`src/fault_flags_pkg.sv`:
```
package fault_flags_pkg;

  // Register byte offsets
  localparam logic [7:0] CTRL_OFF       = 8'h00;
  localparam logic [7:0] CMD_OFF        = 8'h04;
  localparam logic [7:0] FLAGS_OFF      = 8'h08;
  localparam logic [7:0] IRQ_STATUS_OFF = 8'h0C;
  localparam logic [7:0] IRQ_MASK_OFF   = 8'h10;

  // Control register fields
  localparam int CTRL_THERMAL_OFF_DIS_BIT = 0;
  localparam int CTRL_CLK_SRC_SEL_BIT     = 1;
  localparam logic [1:0] CTRL_RESET       = 2'h0;

  // Command register fields, write-only pulses
  localparam int CMD_CLEAR_FAULTS_BIT = 0;
  localparam int CMD_CLEAR_CLOCK_BIT  = 1;
  localparam int CMD_CHECK_CLOCK_BIT  = 2;

  // Flag positions, shared by flag, irq status and irq mask registers
  localparam int FLAG_WARN_BIT     = 0;
  localparam int FLAG_SHUTDOWN_BIT = 1;
  localparam int FLAG_SHORT_BIT    = 2;
  localparam int FLAG_OPEN_BIT     = 3;
  localparam int FLAG_NEIGHBOUR_BIT = 4;
  localparam int FLAG_SUPPLY_BIT   = 5;
  localparam int FLAG_CLOCK_BIT    = 6;
  localparam int NUM_FLAGS         = 7;
  localparam int NUM_FAULTS        = 6;
  localparam logic [6:0] FLAGS_POR_VALUE = 7'h7F;
  localparam logic [6:0] IRQ_MASK_RESET  = 7'h00;

  // Synchroniser input positions
  localparam int IN_WARN     = 0;
  localparam int IN_SHUTDOWN = 1;
  localparam int IN_SHORT    = 2;
  localparam int IN_OPEN     = 3;
  localparam int IN_NEIGHBOUR = 4;
  localparam int IN_SUPPLY   = 5;
  localparam int IN_HW_INIT_N = 6;
  localparam int IN_SUPPLY_INIT = 7;
  localparam int IN_INT_OSC  = 8;
  localparam int IN_EXT_CLK  = 9;
  localparam int NUM_INPUTS  = 10;

  // Clock monitor window
  localparam int CLK_PERIOD_NS     = 4;
  localparam int CLK_WINDOW_NS     = 1000;
  localparam int CLK_WINDOW_CYCLES = CLK_WINDOW_NS / CLK_PERIOD_NS;
  localparam int GAP_W             = 9;

  // AXI responses
  localparam logic [1:0] RESP_OKAY   = 2'h0;
  localparam logic [1:0] RESP_SLVERR = 2'h2;

endpackage

```
`src/fault_flags.sv`:
```
// Contract
// - Warning flag sets when the 125 C detector reports.
// - Shutdown flag sets when the 150 C detector reports.
// - Six fault flags stay at one until an explicit clear.
// - Shutdown flag with thermal-off disable at zero forces every output off.
// - Short flag sets when any output short is reported.
// - Open flag sets when any output open is reported.
// - Neighbour flag sets when any adjacent-output short is reported.
// - Supply flag sets when the supply detector reports a fault.
// - Status read returns all seven flags; controller must issue it.
// - Power-on init from pin or supply monitor sets all seven flags.
// - Clear-status command zeroes the six fault flags.
// - Clock monitor watches internal oscillator on select zero, external on one.
// - After check start, clock flag follows absence of the selected clock.
// - Clear-clock command zeroes the clock fault flag.
module fault_flags (
  // Clock and reset
  input  wire logic        aclk,
  input  wire logic        aresetn,
  // AXI4-Lite write address
  input  wire logic [7:0]  s_axi_awaddr,
  input  wire logic        s_axi_awvalid,
  output logic             s_axi_awready,
  // AXI4-Lite write data
  input  wire logic [31:0] s_axi_wdata,
  input  wire logic [3:0]  s_axi_wstrb,
  input  wire logic        s_axi_wvalid,
  output logic             s_axi_wready,
  // AXI4-Lite write response
  output logic [1:0]       s_axi_bresp,
  output logic             s_axi_bvalid,
  input  wire logic        s_axi_bready,
  // AXI4-Lite read address
  input  wire logic [7:0]  s_axi_araddr,
  input  wire logic        s_axi_arvalid,
  output logic             s_axi_arready,
  // AXI4-Lite read data
  output logic [31:0]      s_axi_rdata,
  output logic [1:0]       s_axi_rresp,
  output logic             s_axi_rvalid,
  input  wire logic        s_axi_rready,
  // Detector levels, asynchronous
  input  wire logic        temp_warn_det,
  input  wire logic        temp_shutdown_det,
  input  wire logic        short_det,
  input  wire logic        open_det,
  input  wire logic        neighbour_det,
  input  wire logic        led_supply_det,
  // Power-on init sources, asynchronous
  input  wire logic        hw_init_pin_n,
  input  wire logic        supply_monitor_init,
  // Watched clocks, sampled as plain inputs
  input  wire logic        int_osc_clk,
  input  wire logic        ext_clk,
  // Outputs
  output logic             led_force_off,
  output logic             irq
);

  localparam int NI = fault_flags_pkg::NUM_INPUTS;
  localparam int NF = fault_flags_pkg::NUM_FLAGS;
  localparam int NX = fault_flags_pkg::NUM_FAULTS;
  localparam logic [8:0] WINDOW = 9'(fault_flags_pkg::CLK_WINDOW_CYCLES);

  logic [NI-1:0] raw_in;
  logic [NI-1:0] s1_r;
  logic [NI-1:0] s2_r;
  logic [NI-1:0] s3_r;
  logic [NI-1:0] filt_r;

  assign raw_in = {ext_clk, int_osc_clk, supply_monitor_init, hw_init_pin_n,
                   led_supply_det, neighbour_det, open_det, short_det,
                   temp_shutdown_det, temp_warn_det};

  // Three-stage synchronisers, change accepted when stages two and three agree
  for (genvar i = 0; i < NI; i++) begin : g_sync
    always_ff @(posedge aclk) begin
      if (!aresetn) begin
        {s1_r[i], s2_r[i], s3_r[i], filt_r[i]} <= 4'h0;
      end else begin
        s1_r[i] <= raw_in[i];
        s2_r[i] <= s1_r[i];
        s3_r[i] <= s2_r[i];
        if (s2_r[i] == s3_r[i]) begin
          filt_r[i] <= s3_r[i];
        end
      end
    end
  end

  logic [NX-1:0] det;
  logic          por_req;
  assign det     = filt_r[NX-1:0];
  assign por_req = !filt_r[fault_flags_pkg::IN_HW_INIT_N]
                 || filt_r[fault_flags_pkg::IN_SUPPLY_INIT];

  // Register state
  logic [1:0]    ctrl_r;
  logic [NF-1:0] flags_r;
  logic [NF-1:0] flags_d_r;
  logic [NF-1:0] irq_stat_r;
  logic [NF-1:0] irq_mask_r;
  logic          clr_faults_r;
  logic          clr_clock_r;
  logic          check_start_r;
  logic          check_on_r;
  logic          thermal_off_disable;
  logic          clock_source_select;

  assign thermal_off_disable = ctrl_r[fault_flags_pkg::CTRL_THERMAL_OFF_DIS_BIT];
  assign clock_source_select = ctrl_r[fault_flags_pkg::CTRL_CLK_SRC_SEL_BIT];

  // AXI write side
  logic        aw_got_r;
  logic        w_got_r;
  logic [7:0]  awaddr_r;
  logic [31:0] wdata_r;
  logic [3:0]  wstrb_r;
  logic        bvalid_r;
  logic [1:0]  bresp_r;
  logic        wr_go;

  assign s_axi_awready = !aw_got_r && !bvalid_r;
  assign s_axi_wready  = !w_got_r && !bvalid_r;
  assign s_axi_bvalid  = bvalid_r;
  assign s_axi_bresp   = bresp_r;
  assign wr_go         = aw_got_r && w_got_r && !bvalid_r;

  always_ff @(posedge aclk) begin
    if (!aresetn) begin
      {aw_got_r, w_got_r} <= 2'h0;
      awaddr_r <= 8'h00;
      wdata_r  <= 32'h0000_0000;
      wstrb_r  <= 4'h0;
      bvalid_r <= 1'b0;
      bresp_r  <= fault_flags_pkg::RESP_OKAY;
    end else begin
      if (s_axi_awvalid && s_axi_awready) begin
        aw_got_r <= 1'b1;
        awaddr_r <= s_axi_awaddr;
      end
      if (s_axi_wvalid && s_axi_wready) begin
        w_got_r <= 1'b1;
        wdata_r <= s_axi_wdata;
        wstrb_r <= s_axi_wstrb;
      end
      if (wr_go) begin
        aw_got_r <= 1'b0;
        w_got_r  <= 1'b0;
        bvalid_r <= 1'b1;
        case (awaddr_r)
          fault_flags_pkg::CTRL_OFF, fault_flags_pkg::CMD_OFF,
          fault_flags_pkg::FLAGS_OFF, fault_flags_pkg::IRQ_STATUS_OFF,
          fault_flags_pkg::IRQ_MASK_OFF: bresp_r <= fault_flags_pkg::RESP_OKAY;
          default: bresp_r <= fault_flags_pkg::RESP_SLVERR;
        endcase
      end else if (bvalid_r && s_axi_bready) begin
        bvalid_r <= 1'b0;
      end
    end
  end

  logic wr_byte0;
  assign wr_byte0 = wr_go && wstrb_r[0];

  // Control register and one-cycle command pulses
  always_ff @(posedge aclk) begin
    if (!aresetn) begin
      ctrl_r        <= fault_flags_pkg::CTRL_RESET;
      {clr_faults_r, clr_clock_r, check_start_r} <= 3'h0;
    end else begin
      {clr_faults_r, clr_clock_r, check_start_r} <= 3'h0;
      if (wr_byte0 && awaddr_r == fault_flags_pkg::CTRL_OFF) begin
        ctrl_r <= wdata_r[1:0];
      end
      if (wr_byte0 && awaddr_r == fault_flags_pkg::CMD_OFF) begin
        clr_faults_r  <= wdata_r[fault_flags_pkg::CMD_CLEAR_FAULTS_BIT];
        clr_clock_r   <= wdata_r[fault_flags_pkg::CMD_CLEAR_CLOCK_BIT];
        check_start_r <= wdata_r[fault_flags_pkg::CMD_CHECK_CLOCK_BIT];
      end
    end
  end

  // Clock monitor
  logic       osc_prev_r;
  logic       ext_prev_r;
  logic       sel_edge;
  logic [8:0] gap_r;
  logic       clk_absent;

  assign sel_edge = clock_source_select
                  ? (filt_r[fault_flags_pkg::IN_EXT_CLK] ^ ext_prev_r)
                  : (filt_r[fault_flags_pkg::IN_INT_OSC] ^ osc_prev_r);
  assign clk_absent = (gap_r == WINDOW);

  always_ff @(posedge aclk) begin
    if (!aresetn) begin
      {osc_prev_r, ext_prev_r} <= 2'h0;
      gap_r      <= 9'h000;
      check_on_r <= 1'b0;
    end else begin
      osc_prev_r <= filt_r[fault_flags_pkg::IN_INT_OSC];
      ext_prev_r <= filt_r[fault_flags_pkg::IN_EXT_CLK];
      if (sel_edge || check_start_r) begin
        gap_r <= 9'h000;
      end else if (!clk_absent) begin
        gap_r <= gap_r + 9'h001;
      end
      if (por_req) begin
        check_on_r <= 1'b0;
      end else if (check_start_r) begin
        check_on_r <= 1'b1;
      end
    end
  end

  // Fault flags, set wins over clear
  always_ff @(posedge aclk) begin
    if (!aresetn || por_req) begin
      flags_r <= fault_flags_pkg::FLAGS_POR_VALUE;
    end else begin
      flags_r[NX-1:0] <= (clr_faults_r ? '0 : flags_r[NX-1:0]) | det;
      if (check_on_r && clk_absent) begin
        flags_r[fault_flags_pkg::FLAG_CLOCK_BIT] <= 1'b1;
      end else if (clr_clock_r || check_on_r) begin
        flags_r[fault_flags_pkg::FLAG_CLOCK_BIT] <= 1'b0;
      end
    end
  end

  assign led_force_off = !thermal_off_disable
                       && flags_r[fault_flags_pkg::FLAG_SHUTDOWN_BIT];

  // Interrupt status, write one to clear, new event wins
  logic [NF-1:0] irq_w1c;
  assign irq_w1c = (wr_byte0 && awaddr_r == fault_flags_pkg::IRQ_STATUS_OFF)
                 ? wdata_r[NF-1:0] : '0;

  always_ff @(posedge aclk) begin
    if (!aresetn) begin
      flags_d_r  <= fault_flags_pkg::FLAGS_POR_VALUE;
      irq_stat_r <= '0;
      irq_mask_r <= fault_flags_pkg::IRQ_MASK_RESET;
    end else begin
      flags_d_r  <= flags_r;
      irq_stat_r <= (irq_stat_r & ~irq_w1c) | (flags_r & ~flags_d_r);
      if (wr_byte0 && awaddr_r == fault_flags_pkg::IRQ_MASK_OFF) begin
        irq_mask_r <= wdata_r[NF-1:0];
      end
    end
  end

  assign irq = |(irq_stat_r & irq_mask_r);

  // AXI read side
  logic        rvalid_r;
  logic [31:0] rdata_r;
  logic [1:0]  rresp_r;

  assign s_axi_arready = !rvalid_r;
  assign s_axi_rvalid  = rvalid_r;
  assign s_axi_rdata   = rdata_r;
  assign s_axi_rresp   = rresp_r;

  always_ff @(posedge aclk) begin
    if (!aresetn) begin
      rvalid_r <= 1'b0;
      rdata_r  <= 32'h0000_0000;
      rresp_r  <= fault_flags_pkg::RESP_OKAY;
    end else if (s_axi_arvalid && s_axi_arready) begin
      rvalid_r <= 1'b1;
      rresp_r  <= fault_flags_pkg::RESP_OKAY;
      case (s_axi_araddr)
        fault_flags_pkg::CTRL_OFF:       rdata_r <= {30'h0, ctrl_r};
        fault_flags_pkg::CMD_OFF:        rdata_r <= 32'h0000_0000;
        fault_flags_pkg::FLAGS_OFF:      rdata_r <= {25'h0, flags_r};
        fault_flags_pkg::IRQ_STATUS_OFF: rdata_r <= {25'h0, irq_stat_r};
        fault_flags_pkg::IRQ_MASK_OFF:   rdata_r <= {25'h0, irq_mask_r};
        default: begin
          rdata_r <= 32'h0000_0000;
          rresp_r <= fault_flags_pkg::RESP_SLVERR;
        end
      endcase
    end else if (rvalid_r && s_axi_rready) begin
      rvalid_r <= 1'b0;
    end
  end
endmodule

```
`config.mk`:
```
export PLATFORM = sky130hd
export DESIGN_NAME = fault_flags
export DESIGN_NICKNAME = d
export VERILOG_FILES = /design/src/fault_flags_pkg.sv /design/src/fault_flags.sv
export SDC_FILE = /design/constraint.sdc
export NUM_CORES = 1
export LEC_CHECK = 0
export BUFFER_PORTS_ARGS = -buffer_cell sky130_fd_sc_hd__buf_2
export CAP_MARGIN = 20
export CORE_ASPECT_RATIO = 0.5
export CORE_MARGIN = 10
export CORE_UTILIZATION = 47
export CTS_CLUSTER_DIAMETER = 40
export DETAILED_ROUTE_END_ITERATION = 10
export GPL_ROUTABILITY_DRIVEN = 1
export PLACE_DENSITY = 0.75
export SYNTH_ARGS = -nofsm -noshare
export SYNTH_HDL_FRONTEND = slang
export SYNTH_SLANG_ARGS = --single-unit
```
`constraint.sdc`:
```
create_clock -name aclk -period 1.7 [get_ports aclk]
set_input_delay 0.255 -clock aclk [delete_from_list [all_inputs] [get_ports aclk]]
set_output_delay 0.255 -clock aclk [all_outputs]
set_load 0.05 [all_outputs]
```
==> results of run 1 <==
## registers in the layout, summed over array words and instances, names as in the netlist, 2 cells and up
name / cells
gap_r: 9
s2_r: 10
flags_r: 7
ctrl_r: 2
irq_mask_r: 7
s3_r: 10
irq_stat_r: 7
s1_r: 10
awaddr_r: 8
s_axi_rdata: 7
det: 6
flags_d_r: 7
wdata_r: 7
filt_r: 4
## Yosys cell counts, drive strengths merged, types with 4 or more instances
cell type / number / area share, %
a211o: 7 / 1.4
mux2: 5 / 1.3
a21oi: 11 / 1.2
and3: 4 / 0.57
dfxtp: 114 / 52
inv: 5 / 0.43
nand2: 65 / 5.5
xnor2: 6 / 1.2
a21boi: 26 / 4.4
nand3: 12 / 1.4
nor2b: 21 / 3.0
nand2b: 10 / 1.4
nor2: 22 / 1.9
clkbuf: 15 / 1.3
and2: 38 / 5.4
buf: 28 / 4.7
o21ai: 35 / 4.0
a22oi: 7 / 1.2
nor3: 4 / 0.45
## metal layers
metal	share of wire [%]	GRT usage (%)
met4	1.5	6.38
met3	9.2	5.62
met2	40	19.3
met1	49	16.9
met5	0	0
## metrics by stage
stage	hold WS (ps)	instances
2_1_floorplan	382	496
3_3_place_gp	414	635
3_5_place_dp	419	635
4_1_cts	42.9	666
5_1_grt	42.9	666
6_report	51.7	666
## critical path, stage by stage (launching register included)
cell      delay, ps
dfxtp_2         320
a222oi_1        330
nand3_1         180
buf_6           190
## final timing paths
path	startpoint	end	slack, ps
setup / recovery	irq_mask_r[5]	irq	20
hold / removal	ext_clk	s1_r[9]	50
setup reg to reg	awaddr_r[7]	irq_stat_r[3]	20
hold reg to reg	s1_r[7]	s2_r[7]	430
## cell usage in the layout, fill, tap and decap left out, types with 11 or more instances in the layout
cell type / netlist / layout
nand3_1: 12 / 11
dfxtp_1: 114 / 112
buf_2: 1 / 55
and2_1: 38 / 38
a21boi_0: 26 / 26
conb_1: 1 / 27
o21ai_0: 35 / 34
nand2_1: 65 / 65
nor2_1: 22 / 20
nor2b_1: 21 / 20
clkbuf_16: 0 / 17
## cell type report
class	count	area, um^2	share of cell area (%)
Inverter	5	18.8	0.344
Clock inverter	8	173	3.17
Timing Repair Buffer	65	370	6.79
Tap cell	117	146	2.68
Multi-Input combinational cell	334	1960	36.0
Sequential cell	114	2280	41.9
Clock buffer	23	498	9.13
## where the power goes
group          leakage, nW  switching, mW  internal (mW)  total (mW)
Sequential           0.929         0.0546           2.75        2.81
Clock                0.329           1.15           2.79        3.93
Combinational        0.923          0.343          0.144       0.488
Total                 2.18           1.54           5.68        7.23
## repair_timing
item | in CTS | in global routing
resized for setup | 1 | 8
endpoints found under the hold margin | 0 | 0
endpoints found under the setup margin | 1 | 13
pin swaps | 0 | 2
## cells by family after synthesis
kind of cell	after synthesis	share of synthesized area (%)
adders and majority gates	2	0.567
buffers and inverters	48	6.41
muxes	7	1.73
other	1	0.0850
DFF	114	51.8
AOI/OAI and AO/OA	96	14.1
xor gates and xnor gates	9	1.79
and+or+nand+nor	193	23.6
==> metrics.yaml, run 1 <==
status: "complete, no violations"
tightest_slew_ps: 708
hold_class: "in2reg"
fmax_mhz: 595
fp.dieH_um: 88.5
cp.required_ps: 1440
yosysWarnings: 0
rsz0062_at_grt: "true"
final.setup.worst_slack_ps: 20.1
clock_latency_ps: 410
grt_pass1_wl_um: 14600
ys_async_sr_fraction_pct: 0
hpwl_um: 6360
synth.distinct_cells: 44
synth-main-ff-cell: "dfxtp_1"
pin_count: 112
vias_per_cell: 4.95
antennaDiodeCount: 0
syn_to_final_growth_pct: 23.7
cts_tree: "yes"
design_area_um2: 5450
period_needed_ps: 1680
finClkSkew_ps: 15.3
core_area_um2: 8920
setup-tns-final_ps: 0
hold_violations: 0
cts-root-buf: "clkbuf_16"
grt_max_degree: 37
synth_area_um2: 4410
rows: 24
io_buffers: 56
drt.antenna.violating_nets: 0
fin_util_pct: 61.2
crit_type: "reg2out"
start_kind: "register"
cts_max_level: 4
clkTransAtPathRegs_ps: 50
initial_utilization_pct: 49.4
fillCellCount: 731
synth-edff-count: 0
post-cts-setup-buffers: 0
postSynthCellCount: 470
final_nets: 608
routabilityCongestion: 0.784
cp_max_fo: 3
leakagePower_nw: 2.18
antenna_found_initial: 0
totalWireLength_um: 9060
cts_buffer_depth: 2
ys_seq_area_share_pct: 51.8
wl_per_cell_um: 13.6
first_iter_violations: 203
cp.arrival_ps: 1420
drv_slew: 0
end_kind: "output pin"
hold_depth: 2
dpl_worst_slack_ps: 32.5
p_total_mw: 7.23
setup_violations: 0
post-route-period-util_pct: 98.8
die-area_um2: 13900
gr-total-overflow: 0
syn_avg_cell_area_um2: 9.38
drc: 0
gr-usage-all-layers_pct: 13.3
ctsHoldBuffers: 0
ff2ff_path_depth: 5
drv_cap: 0
yosys_register_bits: 114
dr.pass1.iters: 4
powerDensity_nw_per_um2: 1320
die_x_um: 157
grt_pass1_vias: 3074
clkSinkCount: 114
layout-drive-gt1-share_pct: 21.1
place_area_um2: 4760
vias: 3299
cts_buffers: 17
relSlewSlack_pct: 52.7
vdd_ir_drop_max_mv: 0.912
No activity file was read; power rests on OpenSTA's default activity.
==> inputs of run 2 (changes only) <==
Settings changed: MAX_ROUTING_LAYER set to met4.
==> run 2 against run 1 <==
Against the previous run:
- maximum frequency about the same
- total power about the same
- setup slack about the same
==> metrics.yaml, run 2 (synthesized netlist as in run 1, its figures left out) <==
status: "complete, no violations"
antenna_found_initial: 0  # unchanged
vdd_ir_drop_max_mv: 0.911  # -0.14%
clock_latency_ps: 410  # about the same
cts_tree: "yes"
cp_max_fo: 3  # unchanged
post-cts-setup-buffers: 0  # unchanged
hold_class: "in2reg"
fp.dieH_um: 88.5  # unchanged
clkTransAtPathRegs_ps: 50  # about the same
fmax_mhz: 595  # about the same
setup_violations: 0  # unchanged
wl_per_cell_um: 13.6  # +0.14%
cts-root-buf: "clkbuf_16"
fillCellCount: 731  # unchanged
layout_commonest_cell: "dfxtp_1"
setup-tns-final_ps: 0  # unchanged
dr.pass1.iters: 4  # unchanged
crit_type: "reg2out"
cts_buffer_depth: 2  # unchanged
relSlewSlack_pct: 52.5  # -0.20 points
io_buffers: 56  # unchanged
rsz0062_at_grt: "true"
cts_max_level: 4  # unchanged
vias: 3283  # -0.48%
totalWireLength_um: 9070  # +0.14%
hold_violations: 0  # unchanged
dp.cells: 635  # unchanged
start_kind: "register"
pin_count: 112  # unchanged
cp.arrival_ps: 1430  # about the same
r2r_start: "awaddr_r[7]"
layout_common_cells: "112 x dfxtp_1, 65 x nand2_1, 55 x buf_2, 38 x and2_1, 34 x o21ai_0"
syn_to_final_growth_pct: 23.7  # unchanged
post-route-period-util_pct: 98.8  # about the same
drv_cap: 0  # unchanged
grt_max_degree: 37  # unchanged
finClkSkew_ps: 15.3  # +0.0244 ps
die_x_um: 157  # unchanged
period_needed_ps: 1680  # +0.116 ps
top_regs: "s1_r: 10 flops, s2_r: 10 flops, s3_r: 10 flops"
final_nets: 608  # unchanged
vias_per_cell: 4.93  # -0.48%
hold_start: "ext_clk"
rr_endpoint: "irq_stat_r[3]"
core_area_um2: 8920  # unchanged
grt_pass1_wl_um: 14600  # about the same
drt.antenna.violating_nets: 0  # unchanged
drv_slew: 0  # unchanged
fin_util_pct: 61.2  # unchanged
clkSinkCount: 114  # unchanged
first_iter_violations: 177  # -13%
routabilityCongestion: 0.795  # +1.4%
cp-endpoint: "irq"
layout-drive-gt1-share_pct: 21.1  # unchanged
startpoint: "irq_mask_r[5]"
initial_utilization_pct: 49.4  # unchanged
leakagePower_nw: 2.18  # unchanged
rows: 24  # unchanged
gr-total-overflow: 0  # unchanged
gr-usage-all-layers_pct: 13.7  # +0.42 points
tightest_slew_ps: 711  # +2.98 ps
hpwl_um: 6360  # unchanged
die-area_um2: 13900  # unchanged
cts_buffers: 17  # unchanged
powerDensity_nw_per_um2: 1320  # about the same
grt_pass1_vias: 3082  # +0.26%
drc: 0  # unchanged
p_total_mw: 7.22  # about the same
cp.required_ps: 1440  # about the same
ff2ff_path_depth: 5  # unchanged
end_kind: "output pin"
layout.cells.non_filler: 666  # unchanged
antennaDiodeCount: 0  # unchanged
r2r_setup_slack_ps: 30  # about the same
hold_slack_ps: 51.6  # -0.127 ps
==> run 2: cell counts in the layout (fill, tap and decap cells not counted) <==
Identical to the previous run, type by type.
==> run 2: worst min-delay path by stage <==
stage	slack, ps	endpoint	depth (start not counted)
6_report	50	s1_r[9]	2
5_1_grt	40	s1_r[1]	2
4_1_cts	40	s1_r[9]	2
3_3_place_gp	410	s2_r[2]	1
3_5_place_dp	420	s2_r[6]	1
2_1_floorplan	380	s1_r[0]	1
==> run 2: per-stage QoR <==
step	setup WS [ps]	instance area, um^2
finish	20.0	5450
global route	-34.8	5450
CTS	6.47	5430
detailed placement	32.5	4760
global placement	33.2	4760
floorplan	-71.9	4510
==> run 2: what timing repair did <==
item | CTS | global route
pin swaps | 0 | 2
setup endpoints to repair | 1 | 13
hold endpoints to repair | 0 | 0
resized for setup | 1 | 8
hold buffers | 0 | 0
==> run 2: area by class of cell <==
| class | instances | area (um^2) | share of cell area, % |
|---|---|---|---|
| sequential | 114 | 2280 | 41.9 |
| multi-input combinational | 334 | 1960 | 36.0 |
| clock buffer | 23 | 498 | 9.13 |
| timing repair buffer | 65 | 370 | 6.79 |
| clock inverter | 8 | 173 | 3.17 |
| tap | 117 | 146 | 2.68 |
| inverter | 5 | 18.8 | 0.344 |
==> run 2: per-layer routing <==
metal  track usage (%)  vias up  wire, um
li1                  -     1677         -
met1              17.1     1487      4550
met2              19.3      107      3630
met3              5.13       12       754
met4              6.38        0       139
met5                 -        -         0
==> run 2: critical path: stages (launching register included) <==
cell and delay [ps]:
dfxtp_2 320, a222oi_1 330, nand3_1 180, buf_6 190
==> run 2: power by group <==
group	internal (mW)	switching, mW
Clock	2.79	1.14
Sequential	2.75	0.0549
Combinational	0.144	0.343
Total	5.68	1.54
==> inputs of run 3 (changes only) <==
Settings changed: GPL_TIMING_DRIVEN set to 0.
==> run 3 against run 2 <==
Against the previous run:
- the flow now finishes with violations (setup timing)
- die area stayed put
- setup slack worse by 86 ps
- non-clock buffer count is 40 higher
- register-to-register slack worse by 96 ps
- first-iteration DRC count is 6.8% higher
- maximum frequency is 4.9% lower
- core utilization is 2.9 points higher
- hold slack worse by 3.8 ps
- count of clock-buffer cells in the layout is 1 lower
==> metrics.yaml, run 3 (synthesized netlist as in run 1, its figures left out) <==
syn_to_final_growth_pct: 29.5
setup-tns-final_ps: -338  # -338 ps
pin_count: 112  # unchanged
layout_commonest_cell: "dfxtp_1"
clkTransAtPathRegs_ps: 50  # about the same
die_x_um: 157  # unchanged
cts_tree: "yes"
worstHoldEndpoint: "s1_r[0]"
io_buffers: 56  # unchanged
antenna_found_initial: 0  # unchanged
grt_max_degree: 17  # -54%
routabilityCongestion: 0.807  # +1.5%
r2r_start: "awaddr_r[6]"
clkSinkCount: 114  # unchanged
cts_max_level: 4  # unchanged
rsz0062_at_grt: "true"
layout_common_cells: "107 x dfxtp_1, 65 x nand2_1, 56 x buf_2, 38 x and2_1, 31 x buf_4"
place_area_um2: 4940  # +3.9%
cp.depth: 5  # +2
design_area_um2: 5710  # +4.7%
hold_class: "in2reg"
path_buf_inv: 1  # unchanged
period_needed_ps: 1770  # +85.8 ps
vias: 3479  # +6.0%
p_total_mw: 7.11  # -1.6%
cts_buffer_depth: 2  # unchanged
totalWireLength_um: 10200  # +12%
drv_slew: 0  # unchanged
cts_buffers: 17  # unchanged
slowest_delay_ps: 590  # +260 ps
fillCellCount: 721  # -1.4%
grt_pass1_wl_um: 16200  # +11%
drc: 0  # unchanged
cp_max_fo: 6  # +3
fmax_mhz: 566  # -4.9%
core_area_um2: 8920  # unchanged
rows: 24  # unchanged
setup_violations: 7  # +7
powerDensity_nw_per_um2: 1250  # -6.0%
grt_busiest_layer: "met2"
hold_violations: 0  # unchanged
grt_use_met2_pct: 21.6  # +2.3 points
tightest_slew_ps: 773  # +62.1 ps
crit_path_top_delay_cell: "or4_4"
leakagePower_nw: 2.33  # +6.6%
post-route-period-util_pct: 104  # +5.0 points
critical_path.top_delay_family: "simple AND/OR/NAND/NOR gates"
drv_cap: 0  # unchanged
hpwl_um: 7170  # +13%
relSlewSlack_pct: 48.4  # -4.1 points
cp.required_ps: 1980  # +540 ps
dr.pass1.iters: 5  # +1
wl_per_cell_um: 14.4  # +5.9%
grt_pass1_vias: 3295  # +6.9%
cp.arrival_ps: 2050  # +620 ps
final_nets: 648  # +6.6%
status: "finished, violations left"
layout-drive-gt1-share_pct: 26.3  # +5.1 points
die-area_um2: 13900  # unchanged
rr_endpoint: "irq_stat_r[3]"
hold_depth: 2  # unchanged
end_kind: "register"
cts-root-buf: "clkbuf_16"
start_kind: "register"
dpl_worst_slack_ps: -130  # -162 ps
gr-total-overflow: 0  # unchanged
finClkSkew_ps: 11.2  # -4.08 ps
path_cells: "or4_4 -> or2_4 -> nor4_4 -> buf_6 -> a21oi_2"
grtUsageMet1_pct: 19.3  # +2.1 points
ff2ff_path_depth: 5  # unchanged
vdd_ir_drop_max_mv: 0.697  # -23%
top_regs: "s1_r: 10 flops, s2_r: 10 flops, s3_r: 10 flops"
grtUsageMet3_pct: 5.23  # +0.097 points
antennaDiodeCount: 0  # unchanged
hold_start: "temp_warn_det"
startpoint: "awaddr_r[6]"
violations: "setup timing"
final.setup.worst_slack_ps: -65.9  # -85.8 ps
initial_utilization_pct: 49.4  # unchanged
gr-usage-all-layers_pct: 15.2  # +1.5 points
ctsHoldBuffers: 0  # unchanged
drt.antenna.violating_nets: 0  # unchanged
r2r_setup_slack_ps: -70  # -100 ps
first_iter_violations: 189  # +6.8%
vias_per_cell: 4.92  # -0.18%
fp.dieH_um: 88.5  # unchanged
crit_type: "reg2reg"
clock_latency_ps: 410  # about the same
fin_util_pct: 64.0  # +2.9 points
run 3: cell count changes in the layout (fill, tap and decap cells not counted), moves of 4 or more:
cell	change
dfxtp_1	-5
clkbuf_1	+16
a21oi_1	-6
a21oi_2	+6
dfxtp_2	+4
buf_4	+24
o21ai_0	-4
run 3: layout make-up:
class                           count  area (um^2)  area share (%)
Tap cell                          117          146            2.56
Inverter                            5         18.8           0.329
Sequential cell                   114         2290            40.2
Clock inverter                     10          155            2.72
Multi-Input combinational cell    334         2020            35.4
Timing Repair Buffer               62          333            5.83
Clock buffer                       22          474            8.30
Buffer                             43          270            4.73
run 3: worst max-delay path by stage:
stage	end	slack (ps)
2_1_floorplan	awaddr_r[1]	-70
5_1_grt	irq	-140
3_5_place_dp	irq_stat_r[3]	-130
6_report	irq_stat_r[3]	-70
3_3_place_gp	irq_mask_r[3]	-90
4_1_cts	irq_stat_r[3]	-110
run 3: metrics by stage:
| stage | hold WS, ps | std cells |
|---|---|---|
| 4_1_cts | 36.9 | 705 |
| 3_5_place_dp | 422 | 669 |
| 5_1_grt | 38.2 | 707 |
| 3_3_place_gp | 414 | 669 |
| 2_1_floorplan | 382 | 496 |
| 6_report | 47.8 | 707 |
run 3: timing repair:
action	in CTS	in global routing
setup endpoints to repair	17	20
resized for setup	4	29
setup buffers	4	1
cloned	0	1
pin swaps	3	7
run 3: power breakdown:
part | switching, mW | internal (mW)
clock network | 1.19 | 2.56
registers | 0.0571 | 2.75
logic | 0.368 | 0.189
total | 1.61 | 5.50
run 3: per-layer routing:
metal / part of all wire, % / wire length, um / vias to the layer above
li1: - / - / 1757
met1: 48 / 4870 / 1605
met2: 43 / 4410 / 108
met3: 8.0 / 813 / 9
met4: 1.1 / 108 / 0
met5: 0 / 0 / -
